--- src/dbgbu_pkg.sv ---
// constants and carrier types of the debug breakpoint unit
package dbgbu_pkg;

    // geometry
    localparam int BKPT_NUM = 4;

    // register byte offsets on the apb
    localparam logic [7:0] OFF_BKPT0   = 8'h00;
    localparam logic [7:0] OFF_BKPT3   = 8'h0C;
    localparam logic [7:0] OFF_STATUS  = 8'h18;
    localparam logic [7:0] OFF_CONTROL = 8'h1C;

    // debug_control fields: local enable at 2i, global enable at 2i+1
    localparam int CTRL_LOCAL_EXACT  = 8;
    localparam int CTRL_GLOBAL_EXACT = 9;
    localparam int CTRL_GUARD        = 13;
    localparam int CTRL_RW_LSB       = 16;
    localparam int CTRL_LEN_LSB      = 18;
    localparam int CTRL_FIELD_STRIDE = 4;
    localparam logic [31:0] CTRL_WMASK  = 32'hFFFF_23FF;
    localparam logic [31:0] CTRL_LOCALS = 32'h0000_0155;
    localparam logic [31:0] CTRL_RESET  = 32'h0000_0000;

    // debug_status fields: breakpoint hit flag i at bit i
    localparam int STAT_GUARD_HIT  = 13;
    localparam int STAT_STEP_TRAP  = 14;
    localparam int STAT_SWITCH_TRAP = 15;
    localparam logic [31:0] STAT_WMASK = 32'h0000_E00F;
    localparam logic [31:0] STAT_RESET = 32'h0000_0000;

    // access type and length encodings
    localparam logic [1:0] RW_EXEC  = 2'h0;
    localparam logic [1:0] RW_WRITE = 2'h1;
    localparam logic [1:0] RW_RDWR  = 2'h3;
    localparam logic [1:0] LEN_1    = 2'h0;
    localparam logic [1:0] LEN_2    = 2'h1;
    localparam logic [1:0] LEN_4    = 2'h3;

    // events presented by the core pipeline on the same clock
    typedef struct packed {
        logic        ifetch_valid;     // instruction about to execute
        logic [31:0] ifetch_addr;      // its linear start address
        logic        dacc_valid;       // data operand transfer done
        logic        dacc_write;
        logic [29:0] dacc_dword;       // linear dword address
        logic [3:0]  dacc_be;          // bytes touched in that dword
        logic        retire;           // instruction completes
        logic        trap_step_flag;   // flag register single-step bit
        logic        task_switch;      // switch to new task_state_record
        logic        task_trap;        // debug-trap bit of new record
        logic        exc_entry;        // debug exception handler entered
        logic        resume_suppress_flag;
        logic        priv_ok;          // real mode or privilege level 0
    } dbgbu_core_ev_type;

    // whole state of the top module
    typedef struct packed {
        logic [BKPT_NUM-1:0][31:0] bkpt_addr;
        logic [31:0]               ctrl;
        logic [31:0]               status;
        logic [31:0]               prdata;
        logic                      pready;
        logic                      pslverr;
        logic                      fault;
        logic                      trap;
        logic                      stall;
    } dbgbu_state_type;

endpackage

--- src/dbgbu_match.sv ---
// address comparator of one breakpoint
`timescale 1ns/1ps
module dbgbu_match
    import dbgbu_pkg::*;
(
    // breakpoint setup
    input  wire logic [31:0] bkpt_addr,
    input  wire logic [1:0]  len_field,
    input  wire logic [1:0]  rw_field,
    // current accesses
    input  wire logic [31:0] ifetch_addr,
    input  wire logic [29:0] dacc_dword,
    input  wire logic [3:0]  dacc_be,
    input  wire logic        dacc_write,
    // condition outputs
    output logic             inst_hit,
    output logic             data_hit
);
    logic [3:0] field_be;

    // bytes of the aligned dword covered by the breakpoint field
    always_comb
    begin
        unique case (len_field)
            LEN_1:   field_be = 4'h1 << bkpt_addr[1:0];
            LEN_2:   field_be = bkpt_addr[1] ? 4'hC : 4'h3;
            LEN_4:   field_be = 4'hF;
            default: field_be = 4'h0;                                  // undefined length never matches
        endcase
    end

    // execution match on exact start address, data match on any overlap
    always_comb
    begin
        inst_hit = (rw_field == RW_EXEC) && (len_field == LEN_1)
                   && (ifetch_addr == bkpt_addr);
        data_hit = (dacc_dword == bkpt_addr[31:2]) && ((field_be & dacc_be) != 4'h0)
                   && ((rw_field == RW_RDWR) || ((rw_field == RW_WRITE) && dacc_write));
    end

endmodule

--- src/dbgbu_top.sv ---
// debug breakpoint unit: breakpoint registers, control, status and exception requests
//
// Functional notes
// - guard bit set: any debug register access raises a debug fault; the code raises it only for accesses with priv_ok set
// - entering the debug handler clears the guard bit
// - exact match on: stall next instruction until data transfers finish
// - task switch clears the local exact match bit
// - task switch keeps the global exact match bit
// - execution breakpoints are always reported exactly
// - breakpoint enabled by global or local bit; enabled hit calls handler
// - task switch clears all four local enable bits
// - task switch keeps all global enable bits
// - hardware only sets status flags; software clears them
// - execution hit is a fault, data hit is a trap
// - on an enabled hit, flag every matching breakpoint, enabled or not
// - guard hit flag set on a guarded debug register access
// - single-step flag set when the trap-step flag causes the trap
// - switch into task with debug-trap bit: trap afterwards, switch flag set
// - resume suppress flag hides an execution breakpoint
// - access type: 00 execute, 01 write, 11 read or write
// - length 1, 2 or 4 aligned bytes by ignoring low address bits
// - data hit when an access touches any byte of the field
// - debug registers reachable only in real mode or privilege level 0
//
// The implementer's own choices: the register offsets and register access over APB.
`timescale 1ns/1ps
module dbgbu_top
    import dbgbu_pkg::*;
(
    // apb slave
    input  wire logic              pclk,
    input  wire logic              presetn,
    input  wire logic              psel,
    input  wire logic              penable,
    input  wire logic              pwrite,
    input  wire logic [7:0]        paddr,
    input  wire logic [31:0]       pwdata,
    output logic [31:0]            prdata,
    output logic                   pready,
    output logic                   pslverr,
    // core pipeline events
    input  wire dbgbu_core_ev_type core_ev,
    // exception requests and exact-match stall to the core
    output logic                   exc_fault,
    output logic                   exc_trap,
    output logic                   stall_next
);
    dbgbu_state_type     st_ff;
    dbgbu_state_type     nxt_st;
    logic [BKPT_NUM-1:0] inst_hit;
    logic [BKPT_NUM-1:0] data_hit;
    logic [BKPT_NUM-1:0] bkpt_en;
    logic                apb_acc;
    logic                apb_done;
    logic                guard_fault;
    logic                inst_evt;
    logic                data_evt;
    logic                step_evt;
    logic                switch_evt;
    logic                exact_on;
    logic [31:0]         status_set;
    logic [31:0]         rd_word;

    //------------------------------------------------------------------
    // per-breakpoint enable and comparators
    //------------------------------------------------------------------
    for (genvar i = 0; i < BKPT_NUM; i++)
    begin : g_bkpt
        assign bkpt_en[i] = st_ff.ctrl[2*i] | st_ff.ctrl[2*i+1];
        dbgbu_match u_match (
            .bkpt_addr   (st_ff.bkpt_addr[i]),
            .len_field   (st_ff.ctrl[CTRL_LEN_LSB+CTRL_FIELD_STRIDE*i +: 2]),
            .rw_field    (st_ff.ctrl[CTRL_RW_LSB+CTRL_FIELD_STRIDE*i +: 2]),
            .ifetch_addr (core_ev.ifetch_addr),
            .dacc_dword  (core_ev.dacc_dword),
            .dacc_be     (core_ev.dacc_be),
            .dacc_write  (core_ev.dacc_write),
            .inst_hit    (inst_hit[i]),
            .data_hit    (data_hit[i])
        );
    end

    //------------------------------------------------------------------
    // event decode
    //------------------------------------------------------------------
    // access phase first cycle, and completing cycle of an apb transfer
    assign apb_acc     = psel && penable && !st_ff.pready;
    assign apb_done    = psel && penable && st_ff.pready && !st_ff.pslverr;
    assign guard_fault = apb_acc && core_ev.priv_ok && st_ff.ctrl[CTRL_GUARD];
    assign inst_evt    = core_ev.ifetch_valid && !core_ev.resume_suppress_flag
                         && ((inst_hit & bkpt_en) != '0);
    assign data_evt    = core_ev.dacc_valid && ((data_hit & bkpt_en) != '0);
    assign step_evt    = core_ev.retire && core_ev.trap_step_flag;
    assign switch_evt  = core_ev.task_switch && core_ev.task_trap;
    assign exact_on    = st_ff.ctrl[CTRL_GLOBAL_EXACT] | st_ff.ctrl[CTRL_LOCAL_EXACT];

    // flags raised this cycle; on an enabled hit every matching breakpoint is flagged
    always_comb
    begin
        status_set = '0;
        if (inst_evt)
            status_set[BKPT_NUM-1:0] = status_set[BKPT_NUM-1:0] | inst_hit;
        if (data_evt)
            status_set[BKPT_NUM-1:0] = status_set[BKPT_NUM-1:0] | data_hit;
        status_set[STAT_GUARD_HIT]   = guard_fault;
        status_set[STAT_STEP_TRAP]   = step_evt;
        status_set[STAT_SWITCH_TRAP] = switch_evt;
    end

    // read data of the addressed register, unmapped reads as zero
    always_comb
    begin
        rd_word = '0;
        if (paddr <= OFF_BKPT3 && paddr[1:0] == 2'h0)
            rd_word = st_ff.bkpt_addr[paddr[3:2]];
        else if (paddr == OFF_STATUS)
            rd_word = st_ff.status;
        else if (paddr == OFF_CONTROL)
            rd_word = st_ff.ctrl;
    end

    //------------------------------------------------------------------
    // next state
    //------------------------------------------------------------------
    always_comb
    begin
        nxt_st         = st_ff;
        nxt_st.pready  = 1'b0;
        nxt_st.pslverr = 1'b0;
        // apb access phase: answer one cycle later
        if (apb_acc)
        begin
            nxt_st.pready  = 1'b1;
            nxt_st.pslverr = !core_ev.priv_ok || st_ff.ctrl[CTRL_GUARD];
            nxt_st.prdata  = (core_ev.priv_ok && !st_ff.ctrl[CTRL_GUARD]) ? rd_word : 32'h0000_0000;
        end
        // writes land on the completing edge of an accepted transfer
        if (apb_done && pwrite)
        begin
            if (paddr <= OFF_BKPT3 && paddr[1:0] == 2'h0)
                nxt_st.bkpt_addr[paddr[3:2]] = pwdata;
            else if (paddr == OFF_CONTROL)
                nxt_st.ctrl = pwdata & CTRL_WMASK;
            else if (paddr == OFF_STATUS)
                nxt_st.status = pwdata & STAT_WMASK;
        end
        // hardware sets win over a software clear in the same cycle
        nxt_st.status = nxt_st.status | status_set;
        // task switch drops task-local enables and local exact match
        if (core_ev.task_switch)
            nxt_st.ctrl = nxt_st.ctrl & ~CTRL_LOCALS;
        // handler entry frees the debug registers
        if (core_ev.exc_entry)
            nxt_st.ctrl[CTRL_GUARD] = 1'b0;
        // exception requests and exact-match stall
        nxt_st.fault = inst_evt || guard_fault;
        nxt_st.trap  = data_evt || step_evt || switch_evt;
        nxt_st.stall = core_ev.dacc_valid && exact_on;
    end

    //------------------------------------------------------------------
    // state register
    //------------------------------------------------------------------
    always_ff @(posedge pclk or negedge presetn)
    begin
        if (!presetn)
        begin
            st_ff           <= '0;
            st_ff.ctrl      <= CTRL_RESET;
            st_ff.status    <= STAT_RESET;
        end
        else
            st_ff <= nxt_st;
    end

    // outputs straight from the state flops
    assign prdata     = st_ff.prdata;
    assign pready     = st_ff.pready;
    assign pslverr    = st_ff.pslverr;
    assign exc_fault  = st_ff.fault;
    assign exc_trap   = st_ff.trap;
    assign stall_next = st_ff.stall;

    logic status_wr;
    assign status_wr = apb_done && pwrite && paddr == OFF_STATUS;
endmodule

--- config.mk ---
export PLATFORM = sky130hd
export DESIGN_NAME = dbgbu_top
export DESIGN_NICKNAME = d
export VERILOG_FILES = /design/src/dbgbu_pkg.sv /design/src/dbgbu_match.sv /design/src/dbgbu_top.sv
export SDC_FILE = /design/constraint.sdc
export NUM_CORES = 1
export LEC_CHECK = 0
export ABC_AREA = 1
export BUFFER_PORTS_ARGS = -buffer_cell sky130_fd_sc_hd__buf_2
export CAP_MARGIN = 10
export CORE_ASPECT_RATIO = 1.75
export CORE_MARGIN = 2
export CORE_UTILIZATION = 36
export DETAILED_ROUTE_END_ITERATION = 7
export PLACE_DENSITY = 0.6
export SYNTH_ARGS = -nofsm -noshare
export SYNTH_HDL_FRONTEND = slang
export SYNTH_SLANG_ARGS = --single-unit
--- constraint.sdc ---
create_clock -name pclk -period 2.15 [get_ports pclk]
set_clock_uncertainty 0.15 [all_clocks]
set_input_delay 0.43 -clock pclk [delete_from_list [all_inputs] [get_ports pclk]]
set_output_delay 0.43 -clock pclk [all_outputs]
set_load 0.01 [all_outputs]
==> impl_results.md <==
* Fraction of registers with async set/reset at 100%
* Met3 wire length at 2950 um
* Clock Path Buffers at 2
* Worst min path class: primary input to flip-flop
* Sequential power share at 45.5%
* First-pass DRT Iterations at 6
* Register area share after synthesis at 37.9%
* Final Worst Setup Slack at 0.0917 ns
* Normalized max-slew margin at 59.8%
* Hold Vio Cnt, Final at 0
* Post-DP HPWL at 47600 um
* Layout cells sized above 1 at 19.6%
* Total power at 8.29 mW
* Post-synth design cell area at 0.0131 mm2
* Initial antenna violation count at 4
* Max Transition Viols Final at 0
* Fmax at 0.486 GHz
* Die Ht at 257 um
* Startpoint of the worst hold path: pwdata[15]
* Commonest non-fill, non-tap cell in the layout: nand2_1
* Grt total ovfl at 0
* First-pass GRT wire length at 86300 um
* Wire length per cell at 22.5 um
* Seq cells post-synth at 199
* Largest net degree at the start of global routing at 65
* Vias in the first global route at 13600
* Clock Latency Late Sink at 0.47 ns
* Pre-CTS WS at -0.340 ns
* Drt via density at 5.22
* Critical Path Sink Type: flip-flop
* Row count at 92
* Final Cycle Share at 95.7%
* Final WL at 59800 um
* CTS sink count at 199
* Power Dens Cells at 521 mW/mm2
* Syn_nets at 2053
* CTS tree: yes
* Via count at 13900
* IO Count at 158
* WP data arrival at 2.30 ns
* Nets at 2288
* Worst Hold Slack at 0.0885 ns
* Initial Util at 36.4%
* Fin crit period at 2.06 ns
* Reg2reg setup slack at 0.09 ns
* Outcome: finished, final reports clean
* Post-synth EDFFs at 0
* Yosys cell types at 46
* Clk network pwr share at 40.0%
* Slew @ Worst Pin at 0.603 ns
* Synth Flop Type: dfrtp_1
* Met2 WL at 30000 um
* Cell Int Power at 5.85 mW
* Sw Ratio at 29.5%
* Crit path max fanout at 5
* TritonCTS Buffers at 17
* Most frequent cells in the layout: nand2_1 (727), inv_1 (239), dfrtp_1 (185), buf_2 (156), nor2_1 (155)
* Comb pwr share at 14.5%
* Filler Cells Inserted at 3782
* Maximum vdd drop at 544 uV
* Reg2Reg Depth at 10
* ANT nets after route at 0
* LEAKAGE at 7.91 nW
* Max cap viols at 0
* Area growth syn-to-layout at 21.3%
* Htree depth at 4
* Hold Crit Depth at 3
* Highest routing layer actually used: met4
* Post-Layout Cell Count at 2653
* Yosys warns at 0
* Gate Count Post-Synth at 1932
* Total track usage at 31.3%
* Startpoint types: flip-flop
* CTS Root Cell: clkbuf_16
* Placed cells at 2609
* Core footprint at 0.0360 mm2
* Die ar. at 0.0381 mm2
* Worst setup path category: flip-flop to flip-flop
* Final GP Congestion at 1.04
* Wire length on met1 at 21600 um
* R2r endpoint: st_ff[37]
* Worst endpoint required time at 2.39 ns
* Starting DRT DRC Count at 1277
* Avg Inst Size Synth at 6.79 um2
* R2r startpoint: st_ff[149]
* Core Util, Final at 44.2%
* Sw Pwr at 2.44 mW
* Final Setup Violations at 0
* Die width at 148 um
* Hold Path Sink: st_ff[52]
* IO Port Bufs at 157
* DRC Markers at 0
* Reg clk slew, reported paths at 0.08 ns
## power groups by stage
stage / sequential, mW / combinational [mW] / clock, mW
2_1_floorplan: 3.84 / 0.487 / 0
3_3_place_gp: 3.85 / 1.17 / 0
3_5_place_dp: 3.85 / 1.17 / 0
4_1_cts: 3.77 / 1.18 / 3.35
5_1_grt: 3.77 / 1.29 / 3.49
6_report: 3.77 / 1.20 / 3.32
## area by class of cell
| cell class | instances | area (um2) | share of cell area (%) |
|---|---|---|---|
| inverter | 250 | 943 | 5.93 |
| tap | 470 | 588 | 3.69 |
| antenna | 4 | 10.0 | 0.0629 |
| multi-input combinational | 1397 | 6710 | 42.1 |
| timing repair buffer | 302 | 2100 | 13.2 |
| clock buffer | 20 | 457 | 2.87 |
| clock inverter | 11 | 115 | 0.723 |
| sequential | 199 | 5000 | 31.4 |
## stage by stage
stage | setup TNS [ns] | area [um2]
6_report | 0 | 15900
5_1_grt | -0.00202 | 15900
4_1_cts | 0 | 15800
3_5_place_dp | -1.69 | 15200
3_3_place_gp | -1.82 | 15200
2_1_floorplan | 0 | 13100
## sequential cells by signal (all words and copies together) (netlist names)
| name | flops |
|---|---|
| stall_next | 1 |
| prdata | 32 |
| exc_trap | 1 |
| st_ff | 162 |
| exc_fault | 1 |
| pslverr | 1 |
| pready | 1 |
## synth_stat cells (2+ instances only)
cell       number  area share, %
a21oi_1         8           0.31
a221oi_1       27            1.8
a22oi_1        16           0.92
and2_1          3           0.14
buf_1           3          0.086
buf_2          18           0.69
buf_4          34            1.9
buf_6          15            1.3
clkbuf_1       16           0.46
dfrtp_1       199             38
inv_1         243            6.9
inv_2           5           0.14
nand2_1       734             21
nand2_4         3           0.26
nand3_1        47            1.8
nand3b_1        2           0.11
nand4_1        14           0.67
nor2_1        165            4.7
nor2_2          2          0.095
nor2_4          2           0.17
nor2_8          2           0.31
nor3_1          6           0.23
nor4_1          5           0.24
o2111ai_1       3           0.20
o211ai_1        8           0.46
o21ai_0       151            5.8
o21ai_1        45            1.7
o21ai_2        32            2.1
o22ai_1        46            2.2
o311ai_1        5           0.33
o31ai_1         4           0.23
or2_2           3           0.14
xnor2_1        29            1.9
xor2_1         25            1.7
## logic make-up (layout without fill, tap and decap cells)
group           after synthesis  after routing  share of synthesized area, %
flops                       199            199                          37.9
xor+xnor                     54             54                          3.60
simple gates                993            993                          30.4
other cells                   0              4                             0
compound gates              350            350                          16.4
buf+inv                     336            583                          11.6
## routing by layer
layer / track usage (%) / vias to the layer above
li1: - / 6589
met1: 34.1 / 6549
met2: 55.3 / 550
met3: 3.43 / 171
met4: 23.1 / 0
met5: 0 / -
## how the worst max path moves through the flow
stage                     cells after the start        start         end
after floorplan                               9     paddr[7]  st_ff[222]
after global placement                       13  core_ev[11]   st_ff[40]
after detailed placement                     13  core_ev[11]   st_ff[37]
after CTS                                    15   st_ff[118]   st_ff[37]
after global routing                         15   st_ff[118]   st_ff[40]
final                                        10   st_ff[149]   st_ff[37]
## repair_timing
item	in CTS	in global routing
setup endpoints to repair	5	20
resized for setup	6	41
endpoints found under the hold margin	29	0
pin swaps	0	10
hold buffers	3	0
buffers inserted	0	6
## worst max-delay path, cell delays in order (launching register included)
cell     delay [ns]
dfrtp_1        0.49
xor2_1         0.22
nor3_1         0.30
nand2_2        0.19
nor2_1         0.13
nand3_1        0.09
nand2_1        0.07
inv_1          0.04
nand2_2        0.09
nand3_1        0.09
nand3_1        0.12
No activity file was read; power rests on OpenSTA's default activity.
